<file path="src/design/adm_pkg.sv">
// package for the audio dac mode-control register bank
`default_nettype none
package adm_pkg;
    localparam logic [6:0] IDX_LEFT_ATT = 7'h10;
    localparam logic [6:0] IDX_RIGHT_ATT = 7'h11;
    localparam logic [6:0] IDX_FMT_CTRL = 7'h12;
    localparam logic [6:0] IDX_OUT_CTRL = 7'h13;
    localparam logic [6:0] IDX_MODE_CTRL = 7'h14;
    localparam logic [6:0] IDX_ZERO_EN = 7'h15;
    localparam logic [6:0] IDX_ZERO_FLAGS = 7'h16;
    localparam logic [6:0] IDX_DEV_ID = 7'h17;
    // reset values
    localparam logic [7:0] RST_ATT = 8'hff;
    localparam logic [7:0] RST_FMT_CTRL = 8'h50;
    localparam logic [7:0] RST_OUT_CTRL = 8'h00;
    localparam logic [7:0] RST_MODE_CTRL = 8'h00;
    localparam logic [7:0] RST_ZERO_EN = 8'h01;
    // writable bit masks, reserved bits clear
    localparam logic [7:0] MASK_OUT_CTRL = 8'hf7;
    localparam logic [7:0] MASK_MODE_CTRL = 8'h7f;
    localparam logic [7:0] MASK_ZERO_EN = 8'h07;
    // mute threshold: values at or below this are infinite attenuation
    localparam logic [7:0] ATT_MUTE_MAX = 8'h0e;
    // command word field positions
    localparam int CMD_RW_BIT = 15;
    localparam int CMD_IDX_MSB = 14;
    localparam int CMD_IDX_LSB = 8;
    typedef enum logic [1:0] {
        ADM_EMPH_OFF = 2'b00,
        ADM_EMPH_48K = 2'b01,
        ADM_EMPH_44K1 = 2'b10,
        ADM_EMPH_32K = 2'b11
    } adm_emph_t;
    typedef struct packed {
        logic rw;
        logic [6:0] idx;
        logic [7:0] data;
    } adm_cmd_t;
    typedef struct packed {
        logic [7:0] left_gain_level;
        logic [7:0] right_gain_level;
        logic left_mute;
        logic right_mute;
        logic [2:0] audio_format;
        adm_emph_t emphasis_rate_sel;
        logic emphasis_enable;
        logic soft_mute_en;
        logic phase_invert;
        logic [1:0] gain_step_rate;
        logic conversion_disable;
        logic bypass_stereo_sel;
        logic rolloff_sel;
        logic infinite_zero_mute_en;
        logic soft_reset;
        logic bitstream_mode_en;
        logic filter_bypass;
        logic single_channel_mode;
        logic single_channel_source;
        logic [1:0] oversample_rate_sel;
        logic [1:0] fir_perf_sel;
        logic [1:0] fir_rate_sel;
        logic pcm_zero_out_en;
        logic [1:0] bitstream_zero_out_en;
    } adm_ctrl_t;
endpackage : adm_pkg
`default_nettype wire

</file>
<file path="src/design/adm_regs.sv">
// mode-control register bank of a stereo audio dac
// Overview of operation
// - words 16..21: top bit 1 reads, 0 writes.
// - registers 22 and 23 are read-only; writes ignored.
// - one 8-bit attenuation field per channel, 0 to -120 dB, 0.5 dB.
// - gain in dB is half of field minus 255, for 15..255.
// - field values 0..14 mute the channel completely.
// - both attenuation fields reset to all ones.
// - one shared load gate bit in register 18 for both channels.
// - new attenuation applies only when load gate is one.
// - gate zero keeps applied levels, ignoring new 16/17 writes.
// - de-emphasis rate: off, 48, 44.1, 32 kHz; resets off.
// - rate code 00 off, 01 48k, 10 44.1k, 11 32k.
// - bitstream mode: rate field selects fir performance.
// - bitstream mode: oversample field selects fir operating rate.
// - soft reset bit in register 20, default normal, all modes.
// - bitstream mode enable bit, default disabled.
// - filter bypass bit, default filter enabled.
// - single_channel_mode bit default stereo; source select default left.
// - roll-off select default sharp, only in plain pcm mode.
// - infinite-zero mute default off; pcm and bypass only.
// - pcm zero-out enable default on; bitstream zero field off.
// - per-channel zero flags in register 22, 1 means zero.
// - 5-bit identifier in register 23.
// - soft mute and de-emphasis enables default off, pcm only.
// - conversion control bit in register 19, default enabled.
`default_nettype none
module adm_regs #(
    // arbitrary identifier value
    parameter logic [4:0] UNIT_ID = 5'h00
) (
    // clock and reset
    input wire logic clk,
    input wire logic rst_n,
    // command port from serial control logic
    input wire logic cmd_valid,
    input wire adm_pkg::adm_cmd_t cmd,
    output logic rd_valid,
    output logic [7:0] rd_data,
    output logic cmd_hit,
    // status from datapath
    input wire logic left_zero_flag,
    input wire logic right_zero_flag,
    // effective controls
    output adm_pkg::adm_ctrl_t ctrl
);
    import adm_pkg::*;

    logic [7:0] left_att_reg;
    logic [7:0] right_att_reg;
    logic [7:0] left_app_reg;
    logic [7:0] right_app_reg;
    logic [7:0] fmt_reg;
    logic [7:0] out_reg;
    logic [7:0] mode_reg;
    logic [7:0] zen_reg;
    logic [7:0] rd_data_reg;
    logic rd_valid_reg;
    logic wr_en;
    logic rd_en;
    logic [7:0] rd_next;
    logic pcm_mode;
    logic bs_mode;
    logic byp_mode;

    // writable map is 16..21 only
    assign cmd_hit = cmd_valid && cmd.idx >= IDX_LEFT_ATT
        && cmd.idx <= IDX_DEV_ID;
    assign wr_en = cmd_hit && !cmd.rw
        && cmd.idx <= IDX_ZERO_EN;
    assign rd_en = cmd_hit && cmd.rw;

    // stored attenuation words
    always_ff @(posedge clk or negedge rst_n) begin
        if (!rst_n) begin
            left_att_reg <= RST_ATT;
            right_att_reg <= RST_ATT;
        end else if (wr_en) begin
            if (cmd.idx == IDX_LEFT_ATT) begin
                left_att_reg <= cmd.data;
            end
            if (cmd.idx == IDX_RIGHT_ATT) begin
                right_att_reg <= cmd.data;
            end
        end
    end

    // applied attenuation follows stored words only while gate is set
    always_ff @(posedge clk or negedge rst_n) begin
        if (!rst_n) begin
            left_app_reg <= RST_ATT;
            right_app_reg <= RST_ATT;
        end else if (fmt_reg[7]) begin
            left_app_reg <= left_att_reg;
            right_app_reg <= right_att_reg;
        end
    end // gate low holds

    // control words
    always_ff @(posedge clk or negedge rst_n) begin
        if (!rst_n) begin
            fmt_reg <= RST_FMT_CTRL;
            out_reg <= RST_OUT_CTRL;
            mode_reg <= RST_MODE_CTRL;
            zen_reg <= RST_ZERO_EN;
        end else if (wr_en) begin
            case (cmd.idx)
                IDX_FMT_CTRL: begin
                    fmt_reg <= cmd.data;
                end
                IDX_OUT_CTRL: begin
                    out_reg <= cmd.data & MASK_OUT_CTRL;
                end
                IDX_MODE_CTRL: begin
                    mode_reg <= cmd.data & MASK_MODE_CTRL;
                end
                IDX_ZERO_EN: begin
                    zen_reg <= cmd.data & MASK_ZERO_EN;
                end
                default: begin
                end
            endcase
        end
    end

    // readback mux
    always_comb begin
        case (cmd.idx)
            IDX_LEFT_ATT: rd_next = left_att_reg;
            IDX_RIGHT_ATT: rd_next = right_att_reg;
            IDX_FMT_CTRL: rd_next = fmt_reg;
            IDX_OUT_CTRL: rd_next = out_reg;
            IDX_MODE_CTRL: rd_next = mode_reg;
            IDX_ZERO_EN: rd_next = zen_reg;
            IDX_ZERO_FLAGS: rd_next = {6'h00, right_zero_flag,
                left_zero_flag};
            IDX_DEV_ID: rd_next = {3'h0, UNIT_ID};
            default: rd_next = 8'h00;
        endcase
    end

    always_ff @(posedge clk or negedge rst_n) begin
        if (!rst_n) begin
            rd_data_reg <= 8'h00;
            rd_valid_reg <= 1'b0;
        end else begin
            rd_valid_reg <= rd_en;
            if (rd_en) begin
                rd_data_reg <= rd_next;
            end
        end
    end
    assign rd_data = rd_data_reg;
    assign rd_valid = rd_valid_reg;

    // operating mode decode
    assign bs_mode = mode_reg[5];
    assign byp_mode = mode_reg[4] && !bs_mode;
    assign pcm_mode = !bs_mode && !byp_mode;

    always_comb begin
        ctrl.left_gain_level = left_app_reg;
        ctrl.right_gain_level = right_app_reg;
        ctrl.left_mute = left_app_reg <= ATT_MUTE_MAX;
        ctrl.right_mute = right_app_reg <= ATT_MUTE_MAX;
        ctrl.audio_format = fmt_reg[6:4];
        ctrl.emphasis_rate_sel = bs_mode ? ADM_EMPH_OFF
            : adm_emph_t'(fmt_reg[3:2]);
        ctrl.emphasis_enable = fmt_reg[1] && pcm_mode;
        ctrl.soft_mute_en = fmt_reg[0] && pcm_mode;
        ctrl.phase_invert = out_reg[7];
        ctrl.gain_step_rate = out_reg[6:5];
        ctrl.conversion_disable = out_reg[4];
        ctrl.bypass_stereo_sel = out_reg[2];
        ctrl.rolloff_sel = out_reg[1] && pcm_mode;
        ctrl.infinite_zero_mute_en = out_reg[0] && !bs_mode;
        ctrl.soft_reset = mode_reg[6];
        ctrl.bitstream_mode_en = bs_mode;
        ctrl.filter_bypass = mode_reg[4];
        ctrl.single_channel_mode = mode_reg[3];
        ctrl.single_channel_source = mode_reg[2];
        ctrl.oversample_rate_sel = bs_mode ? 2'b00 : mode_reg[1:0];
        ctrl.fir_perf_sel = bs_mode ? fmt_reg[3:2] : 2'b00;
        ctrl.fir_rate_sel = bs_mode ? mode_reg[1:0] : 2'b00;
        ctrl.pcm_zero_out_en = zen_reg[0];
        ctrl.bitstream_zero_out_en = zen_reg[2:1];
    end

    // checks

    // writes to read-only words leave all state alone
    a_ro_ignore: assert property (@(posedge clk)
        disable iff (!rst_n)
        cmd_valid && !cmd.rw && cmd.idx >= IDX_ZERO_FLAGS
        |=> $stable(fmt_reg) && $stable(zen_reg)
        && $stable(out_reg) && $stable(mode_reg)
        && $stable(left_att_reg) && $stable(right_att_reg))
        else $error("read-only write changed state");

    // every mapped read is answered next cycle
    a_read_answer: assert property (@(posedge clk)
        disable iff (!rst_n)
        cmd_hit && cmd.rw |=> rd_valid)
        else $error("read not answered");

    // writes give no read answer
    a_write_silent: assert property (@(posedge clk)
        disable iff (!rst_n)
        cmd_valid && !cmd.rw |=> !rd_valid)
        else $error("write produced read data");

    // unmapped indices are never answered
    a_unmapped_quiet: assert property (@(posedge clk)
        disable iff (!rst_n)
        cmd_valid && (cmd.idx < IDX_LEFT_ATT || cmd.idx > IDX_DEV_ID)
        |=> !rd_valid)
        else $error("unmapped index answered");

    // left word stores written data
    a_left_store: assert property (@(posedge clk)
        disable iff (!rst_n)
        cmd_valid && !cmd.rw && cmd.idx == IDX_LEFT_ATT
        |=> left_att_reg == $past(cmd.data))
        else $error("left attenuation not stored");

    // right word stores written data
    a_right_store: assert property (@(posedge clk)
        disable iff (!rst_n)
        cmd_valid && !cmd.rw && cmd.idx == IDX_RIGHT_ATT
        |=> right_att_reg == $past(cmd.data))
        else $error("right attenuation not stored");

    // gain outputs carry the applied levels
    a_gain_pass: assert property (@(posedge clk)
        disable iff (!rst_n)
        ctrl.left_gain_level == left_app_reg
        && ctrl.right_gain_level == right_app_reg)
        else $error("gain level not passed on");

    // gate low freezes applied levels
    a_gate_hold: assert property (@(posedge clk)
        disable iff (!rst_n)
        !fmt_reg[7] |=> $stable(left_app_reg) && $stable(right_app_reg))
        else $error("attenuation moved with gate low");

    // gate high loads both channels from one bit
    a_gate_load: assert property (@(posedge clk)
        disable iff (!rst_n)
        fmt_reg[7] |=> left_app_reg == $past(left_att_reg)
        && right_app_reg == $past(right_att_reg))
        else $error("attenuation not loaded");

    // left mute below the lowest step
    a_mute_low: assert property (@(posedge clk)
        disable iff (!rst_n)
        ctrl.left_mute == (ctrl.left_gain_level < 8'h0f))
        else $error("mute threshold wrong");

    // right mute below the lowest step
    a_mute_right: assert property (@(posedge clk)
        disable iff (!rst_n)
        ctrl.right_mute == (ctrl.right_gain_level < 8'h0f))
        else $error("right mute threshold wrong");

    // reserved bits never hold a one
    a_rsv_zero: assert property (@(posedge clk)
        disable iff (!rst_n)
        out_reg[3] == 1'b0 && mode_reg[7] == 1'b0 && zen_reg[7:3] == 5'h00)
        else $error("reserved bit set");

    // rate field decode outside bitstream mode
    a_emph_map: assert property (@(posedge clk)
        disable iff (!rst_n)
        !mode_reg[5]
        |-> ctrl.emphasis_rate_sel == adm_emph_t'(fmt_reg[3:2]))
        else $error("emphasis rate decode wrong");

    // bitstream mode moves rate field to fir performance
    a_fir_perf: assert property (@(posedge clk)
        disable iff (!rst_n)
        mode_reg[5] |-> ctrl.fir_perf_sel == fmt_reg[3:2]
        && ctrl.emphasis_rate_sel == ADM_EMPH_OFF)
        else $error("fir performance remap wrong");

    // bitstream mode moves oversample field to fir rate
    a_bs_remap: assert property (@(posedge clk)
        disable iff (!rst_n)
        mode_reg[5] |-> ctrl.fir_rate_sel == mode_reg[1:0]
        && !ctrl.rolloff_sel && !ctrl.soft_mute_en)
        else $error("bitstream remap wrong");

    // soft reset follows its bit in every mode
    a_soft_reset: assert property (@(posedge clk)
        disable iff (!rst_n)
        ctrl.soft_reset == mode_reg[6])
        else $error("soft reset bit not passed on");

    // bitstream enable follows its bit
    a_bs_enable: assert property (@(posedge clk)
        disable iff (!rst_n)
        ctrl.bitstream_mode_en == mode_reg[5])
        else $error("bitstream enable wrong");

    // filter bypass follows its bit
    a_bypass_bit: assert property (@(posedge clk)
        disable iff (!rst_n)
        ctrl.filter_bypass == mode_reg[4])
        else $error("filter bypass wrong");

    // single_channel_mode mode and source follow their bits
    a_single_channel_mode_bits: assert property (@(posedge clk)
        disable iff (!rst_n)
        ctrl.single_channel_mode == mode_reg[3]
        && ctrl.single_channel_source == mode_reg[2])
        else $error("single_channel_mode controls wrong");

    // roll-off only acts in plain pcm
    a_rolloff_pcm: assert property (@(posedge clk)
        disable iff (!rst_n)
        ctrl.rolloff_sel |-> !mode_reg[5] && !mode_reg[4])
        else $error("roll-off active outside pcm");

    // infinite-zero mute off in bitstream mode
    a_inz_gate: assert property (@(posedge clk)
        disable iff (!rst_n)
        mode_reg[5] |-> !ctrl.infinite_zero_mute_en)
        else $error("infinite-zero mute in bitstream mode");

    // zero-output enables follow their bits
    a_zero_en: assert property (@(posedge clk)
        disable iff (!rst_n)
        ctrl.pcm_zero_out_en == zen_reg[0]
        && ctrl.bitstream_zero_out_en == zen_reg[2:1])
        else $error("zero-output enables wrong");

    // zero flags read back in place
    a_flag_read: assert property (@(posedge clk)
        disable iff (!rst_n)
        cmd_valid && cmd.rw && cmd.idx == IDX_ZERO_FLAGS
        |=> rd_data == {6'h00, $past(right_zero_flag),
        $past(left_zero_flag)})
        else $error("zero flags misreported");

    // identifier read back in place
    a_id_read: assert property (@(posedge clk)
        disable iff (!rst_n)
        cmd_valid && cmd.rw && cmd.idx == IDX_DEV_ID
        |=> rd_data == {3'h0, UNIT_ID})
        else $error("identifier misreported");

    // soft mute and de-emphasis only in pcm
    a_pcm_only: assert property (@(posedge clk)
        disable iff (!rst_n)
        !pcm_mode |-> !ctrl.soft_mute_en && !ctrl.emphasis_enable)
        else $error("pcm-only control active");

    // conversion control follows its bit in all modes
    a_dac_ctrl: assert property (@(posedge clk)
        disable iff (!rst_n)
        ctrl.conversion_disable == out_reg[4])
        else $error("conversion control wrong");
endmodule : adm_regs
`default_nettype wire

</file>
<file path="config.mk">
export PLATFORM = sky130hd
export DESIGN_NAME = adm_regs
export DESIGN_NICKNAME = d
export VERILOG_FILES = /design/src/design/adm_pkg.sv /design/src/design/adm_regs.sv
export SDC_FILE = /design/constraint.sdc
export NUM_CORES = 1
export LEC_CHECK = 0
export BUFFER_PORTS_ARGS = -buffer_cell sky130_fd_sc_hd__buf_2
export CAP_MARGIN = 0
export CORE_ASPECT_RATIO = 0.7
export CORE_MARGIN = 2
export CORE_UTILIZATION = 53
export DETAILED_ROUTE_END_ITERATION = 12
export HOLD_SLACK_MARGIN = 0.02
export PLACE_DENSITY = 0.78
export SYNTH_ARGS = -nofsm -noshare
export SYNTH_HDL_FRONTEND = slang
export SYNTH_SLANG_ARGS = --single-unit
</file>
<file path="constraint.sdc">
create_clock -name clk -period 2 [get_ports clk]
set_clock_uncertainty 0.1 [all_clocks]
set_input_delay 0.4 -clock clk [delete_from_list [all_inputs] [get_ports clk]]
set_output_delay 0.4 -clock clk [all_outputs]
set_load 0.005 [all_outputs]
</file>
==> metrics list <==
- Routed vias: 2168
- In the final design database the tool counted 332 nets.
* Final standard cell count with taps included and fillers excluded: 391
- Final antenna-violating net count: 0
- Ports: 77
* Post-synthesis to final-layout area growth: 20.5%
* EDFF count, synth: 0
- Drc violations: 0
* Startpoint of the most critical hold path: cmd[7]
- Net count after synthesis: 252
* TritonRoute pass-1 iters: 4
* Final worst setup slack: -42.1 ps
- In this run, synthesis produced a sequential element count of 66.
- Remaining global-route overflow: 0
* First-pass GRT wire length: 10700 um
* YS warnings: 0
* DIE WIDTH: 96.2 um
- Counting I/O delays and the setup requirement, the final critical path takes 2040 ps.
* Routed vias/inst: 5.54
- Of the cells placed in the final design, the portion with a size suffix greater than 1 is 0.684.
- The hold violation total from the final report came to 0.
* Row count: 23
* Worst-Margin Slew: 356 ps
* Clock latency of the later-clocked register in the worst-skew pair: 340 ps
* Final max-slew violation count: 0
* Slew HR: 0.762
- Post-synthesis area per instance: 13.6 um^2
- After clock tree synthesis, the clock-pin slew on the worst setup and hold paths is 70 ps.
- Number of cells produced by synthesis: 231
- The flow ran to the end, but the final reports show violations.
* Area of the multi-input gates: 0.00131 mm^2
* Part of the Yosys area used for sequential elements: 0.538
- In the layout the commonest cells are sky130_fd_sc_hd__buf_2, sky130_fd_sc_hd__mux2_2, sky130_fd_sc_hd__dfstp_2.
- The floorplan step defined a core boundary enclosing 0.00573 mm^2.
- The signal on the critical path passes through or4_4 > a41oi_2 > buf_2.
* Setup violation total in the final timing report: 2
- The worst setup path is of the register to output pin kind.
- Sequential Area: 0.00170 mm^2
- Max rail drop VDD: 0.000446 V
- In this run the worst path has a maximum fanout of 2.
- After detailed routing, the average wire length per cell comes to 18.0 um.
- TritonCTS built the clock tree.
* Design area: 0.00380 mm^2
* Slowest library cell on the worst path: sky130_fd_sc_hd__or4_4
- Antenna violations before repair: 0
- In this run, CTS created clock tree buffers numbering 9.
* Clock root buffer: sky130_fd_sc_hd__clkbuf_8
* Number of global-route vias before repair: 2112
- After synthesis, the share of flip-flops with an asynchronous set or reset is 1.00.
- Measured along the y axis, the die boundary spans 68.5 um.
* Worst stage delay on the critical path: 530 ps
- For the worst setup path, the data required time is 1500 ps.
* Total power divided by cell area: 757 mW/mm^2
* Total track usage: 0.226
* Max-Cap Viols: 0
- Failing checks: negative setup slack
- The most used flip-flop cell after synthesis is sky130_fd_sc_hd__dfstp_2.
* Leading cell type in the layout, fill and taps excluded: sky130_fd_sc_hd__buf_2
- Summed over all cells, the static leakage comes to 0.00191 uW.
- In this run, distinct cell masters in the synthesized netlist total 40.
* Critical path launch point type: register
* Final weighted congestion in routability-driven placement: 0.805
- Number of clock sinks seen by CTS: 66
- Worst hold path type: primary input to register
* CP startpoint: right_app_reg[6]
- Final antenna diode count: 0
- Achievable Freq: 490 MHz
* Synthesized cell area: 0.00315 mm^2
* Final HPWL DP: 5080 um
- The startpoint identified for the worst register-to-register timing path is out_reg[4].
- Entering global routing, the biggest net connects 67 pins.
- Instance area after placement: 0.00356 mm^2
- The H-tree generated during clock tree synthesis spans 3 levels.
* Total Die Area: 0.00659 mm^2
- Critical Path AT: 1540 ps
- Port buffer count: 76
- Bufs on Longest Clock Path: 2
* First DRT Iteration DRCs: 136
- Part of the cycle the worst path needs: 1.02
* Crit end category: output pin
* Setup repair after global routing missed its margin: true
- In this run, placement finished with an instance count of 371.
- Total of fill cells in the finished design: 461
* Total Negative Setup Slacks: -68.9 ps
* Detailed Route WL: 7050 um
- For this configuration, the core starts out at a cell density of 0.550.
## cell usage after synthesis (2+ instances only)
cell type | count | area, um^2
sky130_fd_sc_hd__nor2_1 | 6 | 22.5
sky130_fd_sc_hd__mux2_2 | 62 | 698
sky130_fd_sc_hd__buf_6 | 4 | 45.0
sky130_fd_sc_hd__a31oi_1 | 2 | 12.5
sky130_fd_sc_hd__mux4_2 | 3 | 67.6
sky130_fd_sc_hd__nand2b_1 | 2 | 12.5
sky130_fd_sc_hd__dfstp_2 | 35 | 920
sky130_fd_sc_hd__clkbuf_1 | 4 | 15.0
sky130_fd_sc_hd__nand3_1 | 4 | 20.0
sky130_fd_sc_hd__dfrtp_1 | 31 | 776
sky130_fd_sc_hd__or4_1 | 2 | 15.0
sky130_fd_sc_hd__a22oi_1 | 2 | 15.0
sky130_fd_sc_hd__o21ai_0 | 6 | 30.0
sky130_fd_sc_hd__nor2b_1 | 9 | 56.3
sky130_fd_sc_hd__a41oi_1 | 2 | 17.5
sky130_fd_sc_hd__and2_1 | 8 | 50.1
sky130_fd_sc_hd__nand2_2 | 2 | 12.5
sky130_fd_sc_hd__buf_4 | 14 | 105
sky130_fd_sc_hd__nand2_1 | 6 | 22.5
sky130_fd_sc_hd__a22o_1 | 2 | 17.5
sky130_fd_sc_hd__mux2i_1 | 5 | 50.1
sky130_fd_sc_hd__a21oi_1 | 2 | 10.0
## stage by stage
step	hold WS [ps]	worst slack, ps	total power, uW	utilization
floorplan	4.41	66.9	1670	-
global placement	338	-175	1810	0.621
detailed placement	339	-209	1820	0.621
CTS	231	-40.8	2900	0.663
global route	234	-85.2	3010	0.663
finish	250	-42.1	2880	0.663
## cells by family (layout without fill, tap and decap cells)
| logic type | after synthesis | in the layout | share of synthesized area |
|---|---|---|---|
| mux | 70 | 70 | 0.259 |
| flops | 66 | 66 | 0.538 |
| simple gates | 47 | 47 | 0.0933 |
| compound gates | 24 | 24 | 0.0548 |
| buf+inv | 24 | 109 | 0.0552 |
## power breakdown
part,leakage (uW),switching [uW],total (uW),internal [uW]
clock network,0.0000958,489,1050,566
registers,0.000789,59.0,1490,1430
logic,0.00103,152,329,177
## worst max-delay path: cells and delay by family (launching register included)
kind,cells,cell delay [ps]
AND/OR/NAND/NOR,1,530
buffers and inverters,1,140
flip-flops,1,380
AO/OA/AOI/OAI,1,170
## what timing repair did
| item | in CTS | in global routing |
|---|---|---|
| resized for setup | 4 | 0 |
| pin swaps | 2 | 0 |
| buffers inserted | 3 | 0 |
| endpoints found under the setup margin | 2 | 2 |
| hold endpoints to repair | 31 | 0 |
| hold buffers | 1 | 0 |
## worst paths after layout
path | to | slack (ps) | cells after the start
max | ctrl[28] | -40 | 3
min in group asynchronous | rd_data[7] | 480 | 3
min | right_att_reg[7] | 250 | 2
max reg2reg | rd_data[4] | 510 | 4
min reg2reg | rd_data[5] | 380 | 2
max in group asynchronous | fmt_reg[6] | 970 | 3
## routing by layer
| metal | GRT usage | vias to the layer above | wire [um] |
|---|---|---|---|
| met4 | 0.0732 | 0 | 124 |
| met1 | 0.310 | 1097 | 3210 |
| met3 | 0.0663 | 12 | 466 |
| met5 | 0 | - | 0 |
| met2 | 0.350 | 73 | 3250 |
| li1 | - | 986 | - |
## layout make-up
cell class                      count  share of cell area
Clock buffer                       10              0.0336
Clock inverter                      6              0.0152
Inverter                            1            0.000988
Multi-Input combinational cell    141               0.344
Sequential cell                    66               0.446
Tap cell                           75              0.0247
Timing Repair Buffer               92               0.136
No activity file was read; power rests on OpenSTA's default activity.
